<file path="config.mk">
export PLATFORM = sky130hd
export DESIGN_NAME = rx_port_register_paging
export DESIGN_NICKNAME = d
export VERILOG_FILES = /design/src/rtl/rx_page_pkg.sv /design/src/rtl/rx_port_register_paging.sv
export SDC_FILE = /design/constraint.sdc
export NUM_CORES = 1
export LEC_CHECK = 0
export ABC_AREA = 0
export ABC_CLOCK_PERIOD_IN_PS = 3900
export BUFFER_PORTS_ARGS = -buffer_cell sky130_fd_sc_hd__clkbuf_2
export CAP_MARGIN = 15
export CORE_MARGIN = 5
export CORE_UTILIZATION = 56
export CTS_BUF_LIST = sky130_fd_sc_hd__clkbuf_2
export DETAILED_ROUTE_END_ITERATION = 12
export GPL_TIMING_DRIVEN = 0
export PLACE_DENSITY_LB_ADDON = 0.08
export SLEW_MARGIN = 20
export SYNTH_ARGS = -nofsm -noshare
export SYNTH_HDL_FRONTEND = slang
export SYNTH_SLANG_ARGS = --single-unit
</file>
<file path="constraint.sdc">
create_clock -name mclk -period 3.9 [get_ports mclk]
set_input_delay 0.39 -clock mclk [delete_from_list [all_inputs] [get_ports mclk]]
set_output_delay 0.39 -clock mclk [all_outputs]
set_load 0.01 [all_outputs]
</file>
<file path="src/rtl/rx_page_pkg.sv">
package rx_page_pkg;
  localparam int          NUM_PORTS       = 4;
  localparam int          NUM_SRC         = 5;
  localparam logic [7:0]  EMBED_TYPE_ADDR = 8'h4b;
  localparam logic [7:0]  PAGE_SEL_ADDR   = 8'h4c;
  localparam logic [7:0]  PAGED_LO_A      = 8'h4d;
  localparam logic [7:0]  PAGED_HI_A      = 8'h7f;
  localparam logic [7:0]  PAGED_LO_B      = 8'hd0;
  localparam logic [7:0]  PAGED_HI_B      = 8'hdf;
  localparam logic [7:0]  STATUS1_ADDR    = 8'h4d;
  localparam logic [7:0]  EMBED_RESET     = 8'h12;
  localparam logic [2:0]  LOCAL_SRC       = 3'h0;
  localparam int          PHYS_POS        = 6;
  localparam int          RD_POS          = 4;
  localparam int          COUNT_POS       = 6;

  // src 0 is local i2c, src 1+k is the back control channel of port k
  typedef struct packed {
    logic       valid;
    logic       write;
    logic [7:0] addr;
    logic [7:0] wdata;
    logic [2:0] src;
  } reg_req_t;

  typedef struct packed {
    logic [1:0] rd_port;
    logic [3:0] wr_en;
  } page_sel_t;

  typedef struct packed {
    logic [1:0] line_count;
    logic [5:0] type_code;
  } embed_ctl_t;
endpackage

</file>
<file path="src/rtl/rx_port_register_paging.sv">
`timescale 1ns/100ps
module rx_port_register_paging (
  input  wire logic                 mclk,
  input  wire logic                 reset_n,
  input  wire rx_page_pkg::reg_req_t req,
  output logic                      ack,
  output logic [7:0]                rdata,
  input  wire logic [3:0][7:0]      port_rdata,
  output logic [3:0]                paged_wr,
  output logic [7:0]                paged_addr,
  output logic [7:0]                paged_wdata,
  input  wire logic [3:0]           csi_mode,
  input  wire logic [3:0]           twelve_bit_sel,
  input  wire logic [5:0]           ten_bit_type_code,
  input  wire logic [5:0]           twelve_bit_type_code,
  input  wire logic [3:0]           frame_start,
  input  wire logic [3:0]           long_packet,
  output logic [3:0][5:0]           packet_type
);
  import rx_page_pkg::*;

  page_sel_t        page_r  [NUM_SRC];
  page_sel_t        page_nxt[NUM_SRC];
  embed_ctl_t       embed_r  [NUM_PORTS];
  embed_ctl_t       embed_nxt[NUM_PORTS];
  logic [1:0]       cnt_r  [NUM_PORTS];
  logic [1:0]       cnt_nxt[NUM_PORTS];
  logic [3:0][5:0]  type_r, type_nxt;
  logic             ack_r, ack_nxt;
  logic [7:0]       rdata_r, rdata_nxt;
  logic [3:0]       pwr_r, pwr_nxt;
  logic [7:0]       paddr_r, paddr_nxt, pwdata_r, pwdata_nxt;

  logic [2:0]       src;
  logic [1:0]       phys;
  page_sel_t        sel;
  logic             in_paged;
  logic             wr_now;

  // unknown source codes fall back to the local copy
  assign src  = (req.src < 3'(NUM_SRC)) ? req.src : LOCAL_SRC;
  assign phys = (src == LOCAL_SRC) ? 2'h0 : 2'(src - 3'h1);
  assign sel  = page_r[src];
  assign in_paged = ((req.addr >= PAGED_LO_A) && (req.addr <= PAGED_HI_A))
                 || ((req.addr >= PAGED_LO_B) && (req.addr <= PAGED_HI_B));
  assign wr_now = req.valid && req.write;

  always_comb begin
    for (int s = 0; s < NUM_SRC; s++) begin
      page_nxt[s] = page_r[s];
    end
    for (int p = 0; p < NUM_PORTS; p++) begin
      embed_nxt[p] = embed_r[p];
    end
    ack_nxt    = req.valid;
    rdata_nxt  = rdata_r;
    pwr_nxt    = 4'h0;
    paddr_nxt  = paddr_r;
    pwdata_nxt = pwdata_r;
    if (wr_now && req.addr == PAGE_SEL_ADDR) begin
      // only the requesting source's copy moves
      page_nxt[src] = page_sel_t'(req.wdata[5:0]);
    end
    if (wr_now && req.addr == EMBED_TYPE_ADDR) begin
      for (int p = 0; p < NUM_PORTS; p++) begin
        if (sel.wr_en[p]) begin
          embed_nxt[p] = embed_ctl_t'(req.wdata);
        end
      end
    end
    if (wr_now && in_paged) begin
      pwr_nxt    = sel.wr_en;
      paddr_nxt  = req.addr;
      pwdata_nxt = req.wdata;
    end
    if (req.valid && !req.write) begin
      if (req.addr == PAGE_SEL_ADDR) begin
        rdata_nxt = {phys, sel.rd_port, sel.wr_en};
      end else if (req.addr == EMBED_TYPE_ADDR) begin
        rdata_nxt = embed_r[sel.rd_port];
      end else if (req.addr == STATUS1_ADDR) begin
        rdata_nxt = {sel.rd_port, port_rdata[sel.rd_port][5:0]};
      end else if (in_paged) begin
        rdata_nxt = port_rdata[sel.rd_port];
      end else begin
        rdata_nxt = 8'h00;
      end
    end
  end

  always_ff @(posedge mclk) begin
    if (!reset_n) begin
      page_r[0] <= '{rd_port: 2'h0, wr_en: 4'h0};
      for (int k = 0; k < NUM_PORTS; k++) begin
        page_r[k+1].rd_port <= 2'(k);
        page_r[k+1].wr_en   <= 4'(4'h1 << k);
      end
      ack_r    <= 1'b0;
      rdata_r  <= 8'h00;
      pwr_r    <= 4'h0;
      paddr_r  <= 8'h00;
      pwdata_r <= 8'h00;
    end else begin
      for (int s = 0; s < NUM_SRC; s++) begin
        page_r[s] <= page_nxt[s];
      end
      ack_r    <= ack_nxt;
      rdata_r  <= rdata_nxt;
      pwr_r    <= pwr_nxt;
      paddr_r  <= paddr_nxt;
      pwdata_r <= pwdata_nxt;
    end
  end

  // per-port frame counting and type selection
  for (genvar p = 0; p < NUM_PORTS; p++) begin : g_port
    logic [5:0] raw_code;
    logic       tag;
    assign raw_code = twelve_bit_sel[p] ? twelve_bit_type_code
                                        : ten_bit_type_code;
    // saturating count keeps the tag off for long frames
    assign tag = !csi_mode[p] && (cnt_nxt[p] < embed_nxt[p].line_count);

    always_comb begin
      cnt_nxt[p] = cnt_r[p];
      if (frame_start[p]) begin
        cnt_nxt[p] = 2'h0;
      end else if (long_packet[p] && cnt_r[p] != 2'h3) begin
        cnt_nxt[p] = cnt_r[p] + 2'h1;
      end
      type_nxt[p] = tag ? embed_nxt[p].type_code
                        : raw_code;
    end

    always_ff @(posedge mclk) begin
      if (!reset_n) begin
        cnt_r[p]   <= 2'h0;
        embed_r[p] <= embed_ctl_t'(EMBED_RESET);
        type_r[p]  <= 6'h00;
      end else begin
        cnt_r[p]   <= cnt_nxt[p];
        embed_r[p] <= embed_nxt[p];
        type_r[p]  <= type_nxt[p];
      end
    end

    // packet_type was registered from last cycle's mode, so look back
    embed_tag_a: assert property (@(posedge mclk)
      disable iff (!reset_n)
      $past(reset_n) && !$past(csi_mode[p])
        && cnt_r[p] < embed_r[p].line_count
        |-> packet_type[p] == embed_r[p].type_code)
      else $error("embedded code not applied");
    csi_ignore_a: assert property (@(posedge mclk)
      disable iff (!reset_n)
      $past(csi_mode[p]) && $past(reset_n)
        |-> packet_type[p] == $past(twelve_bit_sel[p] ?
            twelve_bit_type_code : ten_bit_type_code))
      else $error("csi mode used embedded code");
    frame_count_a: assert property (@(posedge mclk)
      disable iff (!reset_n)
      frame_start[p] |=> cnt_r[p] == 2'h0)
      else $error("frame start did not restart count");
    count_zero_a: assert property (@(posedge mclk)
      disable iff (!reset_n)
      $past(reset_n) && embed_r[p].line_count == 2'h0
        |-> packet_type[p] == $past(twelve_bit_sel[p] ?
            twelve_bit_type_code : ten_bit_type_code))
      else $error("line count zero still tagged");
    embed_write_a: assert property (@(posedge mclk)
      disable iff (!reset_n)
      wr_now && req.addr == EMBED_TYPE_ADDR && sel.wr_en[p]
        |=> embed_r[p] == $past(req.wdata))
      else $error("embedded register write lost");
    embed_block_a: assert property (@(posedge mclk)
      disable iff (!reset_n)
      !(wr_now && req.addr == EMBED_TYPE_ADDR && sel.wr_en[p])
        |=> embed_r[p] == $past(embed_r[p]))
      else $error("embedded register changed unasked");
  end

  assign ack         = ack_r;
  assign rdata       = rdata_r;
  assign paged_wr    = pwr_r;
  assign paged_addr  = paddr_r;
  assign paged_wdata = pwdata_r;
  assign packet_type = type_r;

  paged_gate_a: assert property (@(posedge mclk) disable iff (!reset_n)
    wr_now && in_paged |=> paged_wr == $past(sel.wr_en))
    else $error("paged write enables wrong");
  no_stray_a: assert property (@(posedge mclk) disable iff (!reset_n)
    !(wr_now && in_paged) |=> paged_wr == 4'h0)
    else $error("paged write without request");
  read_page_a: assert property (@(posedge mclk) disable iff (!reset_n)
    req.valid && !req.write && in_paged && req.addr != STATUS1_ADDR
      |=> rdata == $past(port_rdata[sel.rd_port]))
    else $error("paged read from wrong port");
  phys_port_a: assert property (@(posedge mclk) disable iff (!reset_n)
    req.valid && !req.write && req.addr == PAGE_SEL_ADDR
      |=> rdata[7:6] == $past(phys))
    else $error("physical port field wrong");
  status_idx_a: assert property (@(posedge mclk)
    disable iff (!reset_n)
    req.valid && !req.write && req.addr == STATUS1_ADDR
      |=> rdata[7:6] == $past(sel.rd_port))
    else $error("status read index wrong");
  remote_default_a: assert property (@(posedge mclk)
    $rose(reset_n) |-> page_r[1].wr_en == 4'h1 && page_r[4].wr_en == 4'h8
      && page_r[3].rd_port == 2'h2 && page_r[0] == 6'h00)
    else $error("page select defaults wrong");
  read_default_a: assert property (@(posedge mclk)
    $rose(reset_n) |-> page_r[0].rd_port == 2'h0
      && page_r[1].rd_port == 2'h0 && page_r[2].rd_port == 2'h1
      && page_r[4].rd_port == 2'h3)
    else $error("read index defaults wrong");

  // each source's copy moves only on its own write
  for (genvar s = 0; s < NUM_SRC; s++) begin : g_src
    page_keep_a: assert property (@(posedge mclk)
      disable iff (!reset_n)
      !(wr_now && req.addr == PAGE_SEL_ADDR && src == 3'(s))
        |=> page_r[s] == $past(page_r[s]))
      else $error("other source page select changed");
    page_load_a: assert property (@(posedge mclk)
      disable iff (!reset_n)
      wr_now && req.addr == PAGE_SEL_ADDR && src == 3'(s)
        |=> page_r[s] == $past(req.wdata[5:0]))
      else $error("page select write lost");
  end
  ack_once_a: assert property (@(posedge mclk) disable iff (!reset_n)
    req.valid |=> ack ##1 (ack == $past(req.valid)))
    else $error("access not answered");
endmodule

</file>
# Word level (Yosys, flattened, before mapping)
# Memories as Yosys holds them, arrays and structs flattened.
# Cells that the tools add are included.
dict set report op_classes {
  bitwise 14
  mux 48
  n_addsub 5
  n_eq_ne 7
  reduce_logical 24
  magnitude_cmp 12
}
# cell count
set ops {}
lappend ops {{$mux W8} 13}
lappend ops {{$mux W6} 14}
lappend ops {{$mux W32} 1}
lappend ops {{$bwmux W30} 1}
lappend ops {{$mux W30} 1}
lappend ops {{$mux W2} 13}
lappend ops {{$eq A8 B7 Y1 const B} 3}
lappend ops {{$demux W6 S3} 1}
lappend ops {{$bmux W8 S2} 1}
lappend ops {{$logic_and A1 B1 Y1} 16}
lappend ops {{$or A1 B1 Y1} 13}
lappend ops {{$add A2 B1 Y2 const B} 4}
lappend ops {{$ge A8 B7 Y1 const B} 1}
lappend ops {{$ge A8 B8 Y1 const B} 1}
lappend ops {{$le A8 B7 Y1 const B} 1}
lappend ops {{$le A8 B8 Y1 const B} 1}
lappend ops {{$lt A2 B2 Y1} 4}
lappend ops {{$ne A2 B2 Y1 const B} 4}
lappend ops {{$logic_not A1 Y1} 5}
lappend ops {{$ge A4 B4 Y1 const B} 1}
lappend ops {{$lt A4 B1 Y1 const B} 1}
lappend ops {{$not A3 Y4} 1}
lappend ops {{$logic_not A3 Y1} 1}
lappend ops {{$lt A2 B3 Y1 const B} 1}
lappend ops {{other kinds (6)} 7}
dict set report totals {
  ram_bits 70
  out_inout_bits 53
  ff_bits 53
  inputBits 83
  mem_count 3
}
# memory depth width read_ports rd_clocked_by_memory_dff write_ports line_no
set memory_table {}
lappend memory_table {embed_r 4 8 5 0 4 rx_port_register_paging.sv:24} ;# embed_ctl_t embed_r [NUM_PORTS];
lappend memory_table {page_r 5 6 6 0 5 rx_port_register_paging.sv:22} ;# page_sel_t page_r [NUM_SRC];
lappend memory_table {cnt_r 4 2 4 0 4 rx_port_register_paging.sv:26} ;# logic [1:0] cnt_r [NUM_PORTS];

# Logic depth before layout (Yosys ltp)
# Gate-level depths: netlist of run 1.
dict set report logic_depth {
  word_depth 10
  ltp_mapped 13
  depth_no_buf 10
}

# Worst setup path before layout of run 1
# OpenSTA, ideal clock, no wires.
dict set report synth_timing {
  path_kind {input -> register}
  start {input port req[18] (netlist name)}
  end {register type_r, in the netlist packet_type[11]}
  path_buffers 2
  stages 11
  t_arrival_ns 2.898
  slack_ns 0.881
  t_required_ns 3.779
  path_cell_list {or4b_1 -> clkbuf_2 -> nor4_4 -> o2111ai_1 -> buf_4 -> mux2i_1 -> ha_1 -> nor2_1 -> o2111a_4 -> nor3_4 -> mux2_2}
}
dict set report synth_between {
  elab_chain_cells 6
}
# item line_no
set synth_lines {}
lappend synth_lines {{from (decl)} rx_port_register_paging.sv:5} ;# input wire rx_page_pkg::reg_req_t req,
lappend synth_lines {{$eq A8 B7 Y1 *} rx_port_register_paging.sv:64} ;# if (wr_now && req.addr == EMBED_TYPE_ADDR) begin
lappend synth_lines {{$logic_and A1 B1 Y1 *} rx_port_register_paging.sv:64}
lappend synth_lines {{$mux W32 *} rx_port_register_paging.sv:64}
lappend synth_lines {{$lt A2 B2 Y1} rx_port_register_paging.sv:122} ;# assign tag = !csi_mode[p] && (cnt_nxt[p] < embed_nxt[p].line_count);
lappend synth_lines {{$logic_and A1 B1 Y1} rx_port_register_paging.sv:122}
lappend synth_lines {{$mux W6 *} rx_port_register_paging.sv:131} ;# type_nxt[p] = tag ? embed_nxt[p].type_code
lappend synth_lines {{to (signal, indexed assignment)} rx_port_register_paging.sv:143} ;# type_r[p] <= type_nxt[p];
lappend synth_lines {{to (decl)} rx_port_register_paging.sv:28} ;# logic [3:0][5:0] type_r, type_nxt;
# Mark *: on every way between the ends. The rest lies on a longest branch, timed or not.
# A chain may end at the register's enable or synchronous reset.

# Worst setup path after layout of run 1
dict set report layout_timing {
  start {input port req[18] (netlist name)}
  end {register type_r, in the netlist packet_type[17]}
}
# The elaborated chain is that of the path after synthesis.

==> metrics.cfg, run 1 <==
[outcome]
status = finished clean

[drt]
drt-pass1-iter-count = 7
viasPerCell = 5.88
routed_wirelength_mm = 18.8
num_vias = 5831
drc = 0
routedWlPerCell_um = 19.0
initialDrtViolationCount = 548
drtAntennaViolNets = 0

[yosys]
ys_seq_area_frac = 0.398
syn-num-nets = 772
async_flop_share = 0
ys_seq_elements = 123
yosys.area.top_type = dfxtp_1
synthFlopType = dfxtp_1
yosysMostFrequentCell = dfxtp_1
synth_warnings = 0
yosys-top-cells-area = dfxtp_1, mux2i_1, nand2_1, mux2_2, nor2_1
syn_inst = 681
ys_types = 56
synth_top_area_frac = 0.398
avgSynthCellArea_um2 = 9.08
syn_area_mm2 = 0.00618
yosys-top-cells-count = dfxtp_1, nand2_1, mux2i_1, nor2_1
synth_edf_count = 0

[sta]
period_share = 0.887
setup_tns_ns = 0
rsz0062_at_grt = false
worst-slew-pin-transition_ns = 0.995
maxSlewHeadroom = 0.331
max_freq_mhz = 289
min_period_ns = 3.46
drv_slew = 0
fin_ws_ns = 0.439
finalSetupViolations = 0
whs_ns = 0.0595
worst_clock_skew_ns = 0.0387
finalHoldViolCount = 0

[grt]
track_usage = 0.289
grt_max_degree = 17
grt_pass1_wl_mm = 29.5
first_global_vias = 5723
antenna_found_initial = 0
grt_remaining_overflow = 0

[floorplan]
die_h_um = 115
pin_count = 136
core_area_mm2 = 0.0108
fp.dieW_um = 115
dieArea_mm2 = 0.0132
start_util = 0.570
rows = 38

[final_layout]
seq_area_mm2 = 0.00246
multi_input_area_mm2 = 0.00347
nNetsFinal = 929
post-route-util = 0.672
syn2layout_area_growth_pct = 17.9
diodes = 0
nFillCells = 913
drive_above_1_share = 0.251

[critical_path]
required_ns = 4.52
crit_fanout = 10
endpoint_kind = flip-flop
critical-path-top-delay-family = simple AND/OR/NAND/NOR gates
critPathBufInv = 4
criticalPathCategory = in2reg
cp.arrival_ns = 4.09
startpoint_type = input pin
critPathSlowestCell = or4b_1
slowest_delay_ns = 0.55
worstPathCellList = dlygate4sd3_1 -> clkbuf_2 -> or4b_1 -> clkbuf_2 -> nor4_4 -> o2111ai_1 -> buf_6 -> mux2i_1 -> ha_1 -> nor2_1 -> o211ai_1 -> nor2_1 -> nor3_4 -> mux2_2

[cts]
clock_sinks = 123
cts.htree.levels = 4
cts_tree = done
clock-root-buffer = clkbuf_2
path_clk_slew_ns = 0.19
postCtsSetupBuffers = 0
clk-insertion-delay-late_ns = 0.73
cts_inserted_buffers = 17
clock_path_buffers = 2

[run]
max-cap-violations = 0

[power_and_ir_drop]
p_per_area_mw_per_mm2 = 314
ir_drop_uv = 217
leakage_nw = 3.27
power_mw = 2.29

[min_path]
hold_path.class = in2reg

[placement]
port_buffers = 124
dp_hpwl_mm = 14.2
gp_congestion = 0.950
pre_cts_slack_ns = 0.305

## per-layer routing
layer  vias up  track usage  routed length [um]
met1      2729        0.376                7890
met3        46       0.0689                1610
met5         -            0                   0
met2       304        0.469                8840
met4         0        0.106                 493
li1       2752            -                   -
## flip-flops by register name, summed over array words and instances, names as in the netlist
| name | count |
|---|---|
| packet_type | 24 |
| rdata | 8 |
| paged_addr | 8 |
| paged_wdata | 8 |
| ack | 1 |
| cnt_r | 8 |
| page_r | 30 |
| paged_wr | 4 |
| embed_r | 32 |
## path summary, 6_finish.rpt
check | from | endpoint | slack (ns) | cells after the start
worst min register to register | page_r[3][0] | page_r[3][0] | 0.46 | 2
worst min-delay path | ten_bit_type_code[1] | packet_type[7] | 0.06 | 3
worst max register to register | page_r[0][4] | rdata[3] | 1.20 | 8
worst max-delay path | req[18] | packet_type[17] | 0.44 | 14
## cell type report
cell class,instances,area share
plain buffers,52,0.0323
inverters,4,0.00206
multi-input cells,502,0.476
well taps,140,0.0240
clock inverters,14,0.0113
flip-flops and latches,123,0.338
clock buffers,18,0.0124
repair buffers,138,0.104
## per-stage QoR
| stage | cell area (um^2) | instances |
|---|---|---|
| 6_report | 7280 | 991 |
| 5_1_grt | 7280 | 991 |
| 4_1_cts | 7280 | 990 |
| 3_5_place_dp | 6980 | 945 |
| 3_3_place_gp | 6980 | 945 |
| 2_1_floorplan | 6180 | 681 |
## power breakdown
group / total, mW / switching [mW] / internal (mW)
clock: 0.637 / 0.482 / 0.156
combinational: 0.353 / 0.209 / 0.144
sequential: 1.30 / 0.0112 / 1.29
## cell families after synthesis
family / share of synthesized area
buffers and inverters: 0.0405
AOI/OAI and AO/OA: 0.147
and+or+nand+nor: 0.199
xor gates and xnor gates: 0.00708
muxes: 0.193
DFF: 0.398
adders and majority gates: 0.0162
## what timing repair did
| action | 4_1_cts | 5_1_grt |
|---|---|---|
| gates resized for setup | 0 | 0 |
| hold endpoints to repair | 17 | 0 |
| hold buffers | 13 | 0 |
## layout by cell type (no fill, tap or decap), types with 6 or more instances in the layout
cell / count
clkbuf_2: 144
dfxtp_1: 123
nand2_1: 99
mux2i_1: 74
nor2_1: 66
clkbuf_1: 41
a21oi_1: 41
mux2_2: 29
nor3_1: 18
o211ai_1: 18
nand3_1: 17
nand2b_1: 16
dlygate4sd3_1: 13
o21ai_0: 9
or2_2: 8
ha_1: 8
o22a_1: 7
o221ai_1: 7
nor2b_1: 6
and3_1: 6
## tightest hold or removal path: stages
cell and delay [ns]:
clkbuf_2 0.13, o211ai_1 0.11, mux2i_1 0.13
No activity file was read; power rests on OpenSTA's default activity.
==> inputs of run 2 (changes only) <==
- ABC_CLOCK_PERIOD_IN_PS: 3900 -> 4000
- CORE_UTILIZATION: 56 -> 60
- clock period: 3.9 -> 4 ns (I/O delays scaled with it)
==> run 2 against run 1 <==
Effect of this change: non-clock buffer count stayed put; worst setup slack improved by 0.018 ns; cell count down 0.40%; largest power group unchanged.
==> metrics.cfg, run 2 (synthesis gave the netlist of run 1 again) <==
[outcome]
status = finished clean

[drt]
routedWlPerCell_um = 18.6  ; -2.0%
viasPerCell = 5.91  ; +0.44%
drc = 0  ; unchanged
routed_wirelength_mm = 18.4  ; -2.4%
num_vias = 5833  ; +0.034%
drtAntennaViolNets = 0  ; unchanged
initialDrtViolationCount = 318  ; -42%
drt-pass1-iter-count = 5  ; -2

[grt]
grt_pass1_wl_mm = 29.2  ; -0.82%
grt_remaining_overflow = 0  ; unchanged
first_global_vias = 5865  ; +2.5%
track_usage = 0.296  ; +0.00665
grt_max_degree = 17  ; unchanged
antenna_found_initial = 0  ; unchanged

[sta]
finalHoldViolCount = 0  ; unchanged
period_share = 0.886
rsz0062_at_grt = false
worst-slew-pin-transition_ns = 0.805  ; -0.190 ns
finalSetupViolations = 0  ; unchanged
drv_slew = 0  ; unchanged
worst_clock_skew_ns = 0.0295  ; -0.00920 ns
max_freq_mhz = 282
maxSlewHeadroom = 0.463  ; +0.132
setup_tns_ns = 0  ; unchanged
min_period_ns = 3.54

[run]
max-cap-violations = 0  ; unchanged

[critical_path]
crit_fanout = 10  ; unchanged
cp.arrival_ns = 4.16  ; +0.07 ns
worstPathCellList = dlygate4sd3_1 -> clkbuf_2 -> or4b_1 -> clkbuf_2 -> nor4_4 -> o2111ai_1 -> buf_6 -> mux2i_1 -> ha_1 -> nor2_1 -> o211ai_1 -> nor2_1 -> nor3_4 -> mux2_2
required_ns = 4.62  ; +0.10 ns
endpoint_kind = flip-flop
criticalPathCategory = in2reg
startpoint_type = input pin
slowest_delay_ns = 0.54  ; about the same
worst-r2r-setup-slack_ns = 1.22  ; +0.02 ns
critPathSlowestCell = dlygate4sd3_1

[cts]
path_clk_slew_ns = 0.20  ; about the same
cts_inserted_buffers = 17  ; unchanged
clk-insertion-delay-late_ns = 0.73  ; about the same
clock_path_buffers = 2  ; unchanged
cts_tree = done
cts.htree.levels = 4  ; unchanged
clock_sinks = 123  ; unchanged
clock-root-buffer = clkbuf_2

[power_and_ir_drop]
leakage_nw = 3.28  ; +0.39%
p_per_area_mw_per_mm2 = 325  ; +3.5%
ir_drop_uv = 311  ; +43%

[final_layout]
syn2layout_area_growth_pct = 18.8
largest_register_ffs = 32  ; unchanged
layout_common_cells = clkbuf_2, dfxtp_1, nand2_1
nNetsFinal = 929  ; unchanged
layout_commonest_cell = clkbuf_2
diodes = 0  ; unchanged
drive_above_1_share = 0.255  ; +0.00353
top_register = embed_r
final_cells = 987  ; -0.40%

[floorplan]
rows = 37  ; -2.6%
start_util = 0.607  ; +0.0367
dieArea_mm2 = 0.0124  ; -6.1%
die_h_um = 111  ; -3.1%
core_area_mm2 = 0.0102  ; -6.0%
pin_count = 136  ; unchanged
fp.dieW_um = 111  ; -3.1%

[placement]
port_buffers = 124  ; unchanged
gp_congestion = 1.01  ; +6.1%
dp_hpwl_mm = 13.8  ; -3.0%
dp_cells = 941  ; -0.42%

[min_path]
hold_path.class = in2reg

## run 2: cell count changes in the layout (fill, tap and decap cells not counted), sizes merged
cell / delta
clkinvlp: +4
bufinv: +2
clkbuf: -1
inv: +1
clkinv: -6
## run 2: critical path, delay by kind of cell
family	cells	cell delay [ns]
adder cells (fa/ha/maj)	1	0.22
AO/OA/AOI/OAI	2	0.36
buffers and inverters	4	1.10
multiplexers	2	0.62
AND/OR/NAND/NOR	5	1.47
## run 2: final timing paths
check / start / end / cells after the start
max reg2reg: page_r[4][2] / packet_type[14] / 10
min: ten_bit_type_code[4] / packet_type[4] / 3
min reg2reg: paged_wdata[5] / paged_wdata[5] / 2
max: req[18] / packet_type[14] / 14
## run 2: cell type report
| cell class | instances | area (um^2) |
|---|---|---|
| Buffer | 52 | 235 |
| Clock inverter | 15 | 151 |
| Inverter | 4 | 15.0 |
| Fill cell | 824 | 2840 |
| Clock buffer | 17 | 85.1 |
| Multi-Input combinational cell | 502 | 3470 |
| Timing Repair Buffer | 138 | 756 |
| Tap cell | 136 | 170 |
| Sequential cell | 123 | 2460 |
## run 2: routing by layer
metal	vias to the layer above	part of all wire	GRT usage
met5	-	0	0
met1	2724	0.41	0.357
met4	0	0.043	0.160
met2	289	0.47	0.481
met3	65	0.085	0.0799
li1	2755	-	-
## run 2: per-stage QoR
step | setup slack, ns | instance area, um^2 | hold slack [ns] | util | power [mW]
2_1_floorplan | 0.971 | 6180 | 0.429 | - | 1.48
3_3_place_gp | 0.440 | 6970 | 0.439 | 0.685 | 1.61
3_5_place_dp | 0.377 | 6970 | 0.448 | 0.685 | 1.61
4_1_cts | 0.589 | 7340 | 0.0190 | 0.721 | 2.39
5_1_grt | 0.387 | 7340 | 0.0338 | 0.721 | 2.49
6_report | 0.457 | 7340 | 0.0663 | 0.721 | 2.39
## run 2: what timing repair did
| item | in CTS | in global routing |
|---|---|---|
| resized for setup | 0 | 0 |
| buffers inserted | 0 | 0 |
| hold buffers | 13 | 0 |
| endpoints found under the hold margin | 17 | 0 |
## run 2: report_power, final
group / switching, mW / internal, mW
registers: 0.0108 / 1.25
clock network: 0.497 / 0.282
logic: 0.201 / 0.141
total: 0.709 / 1.68
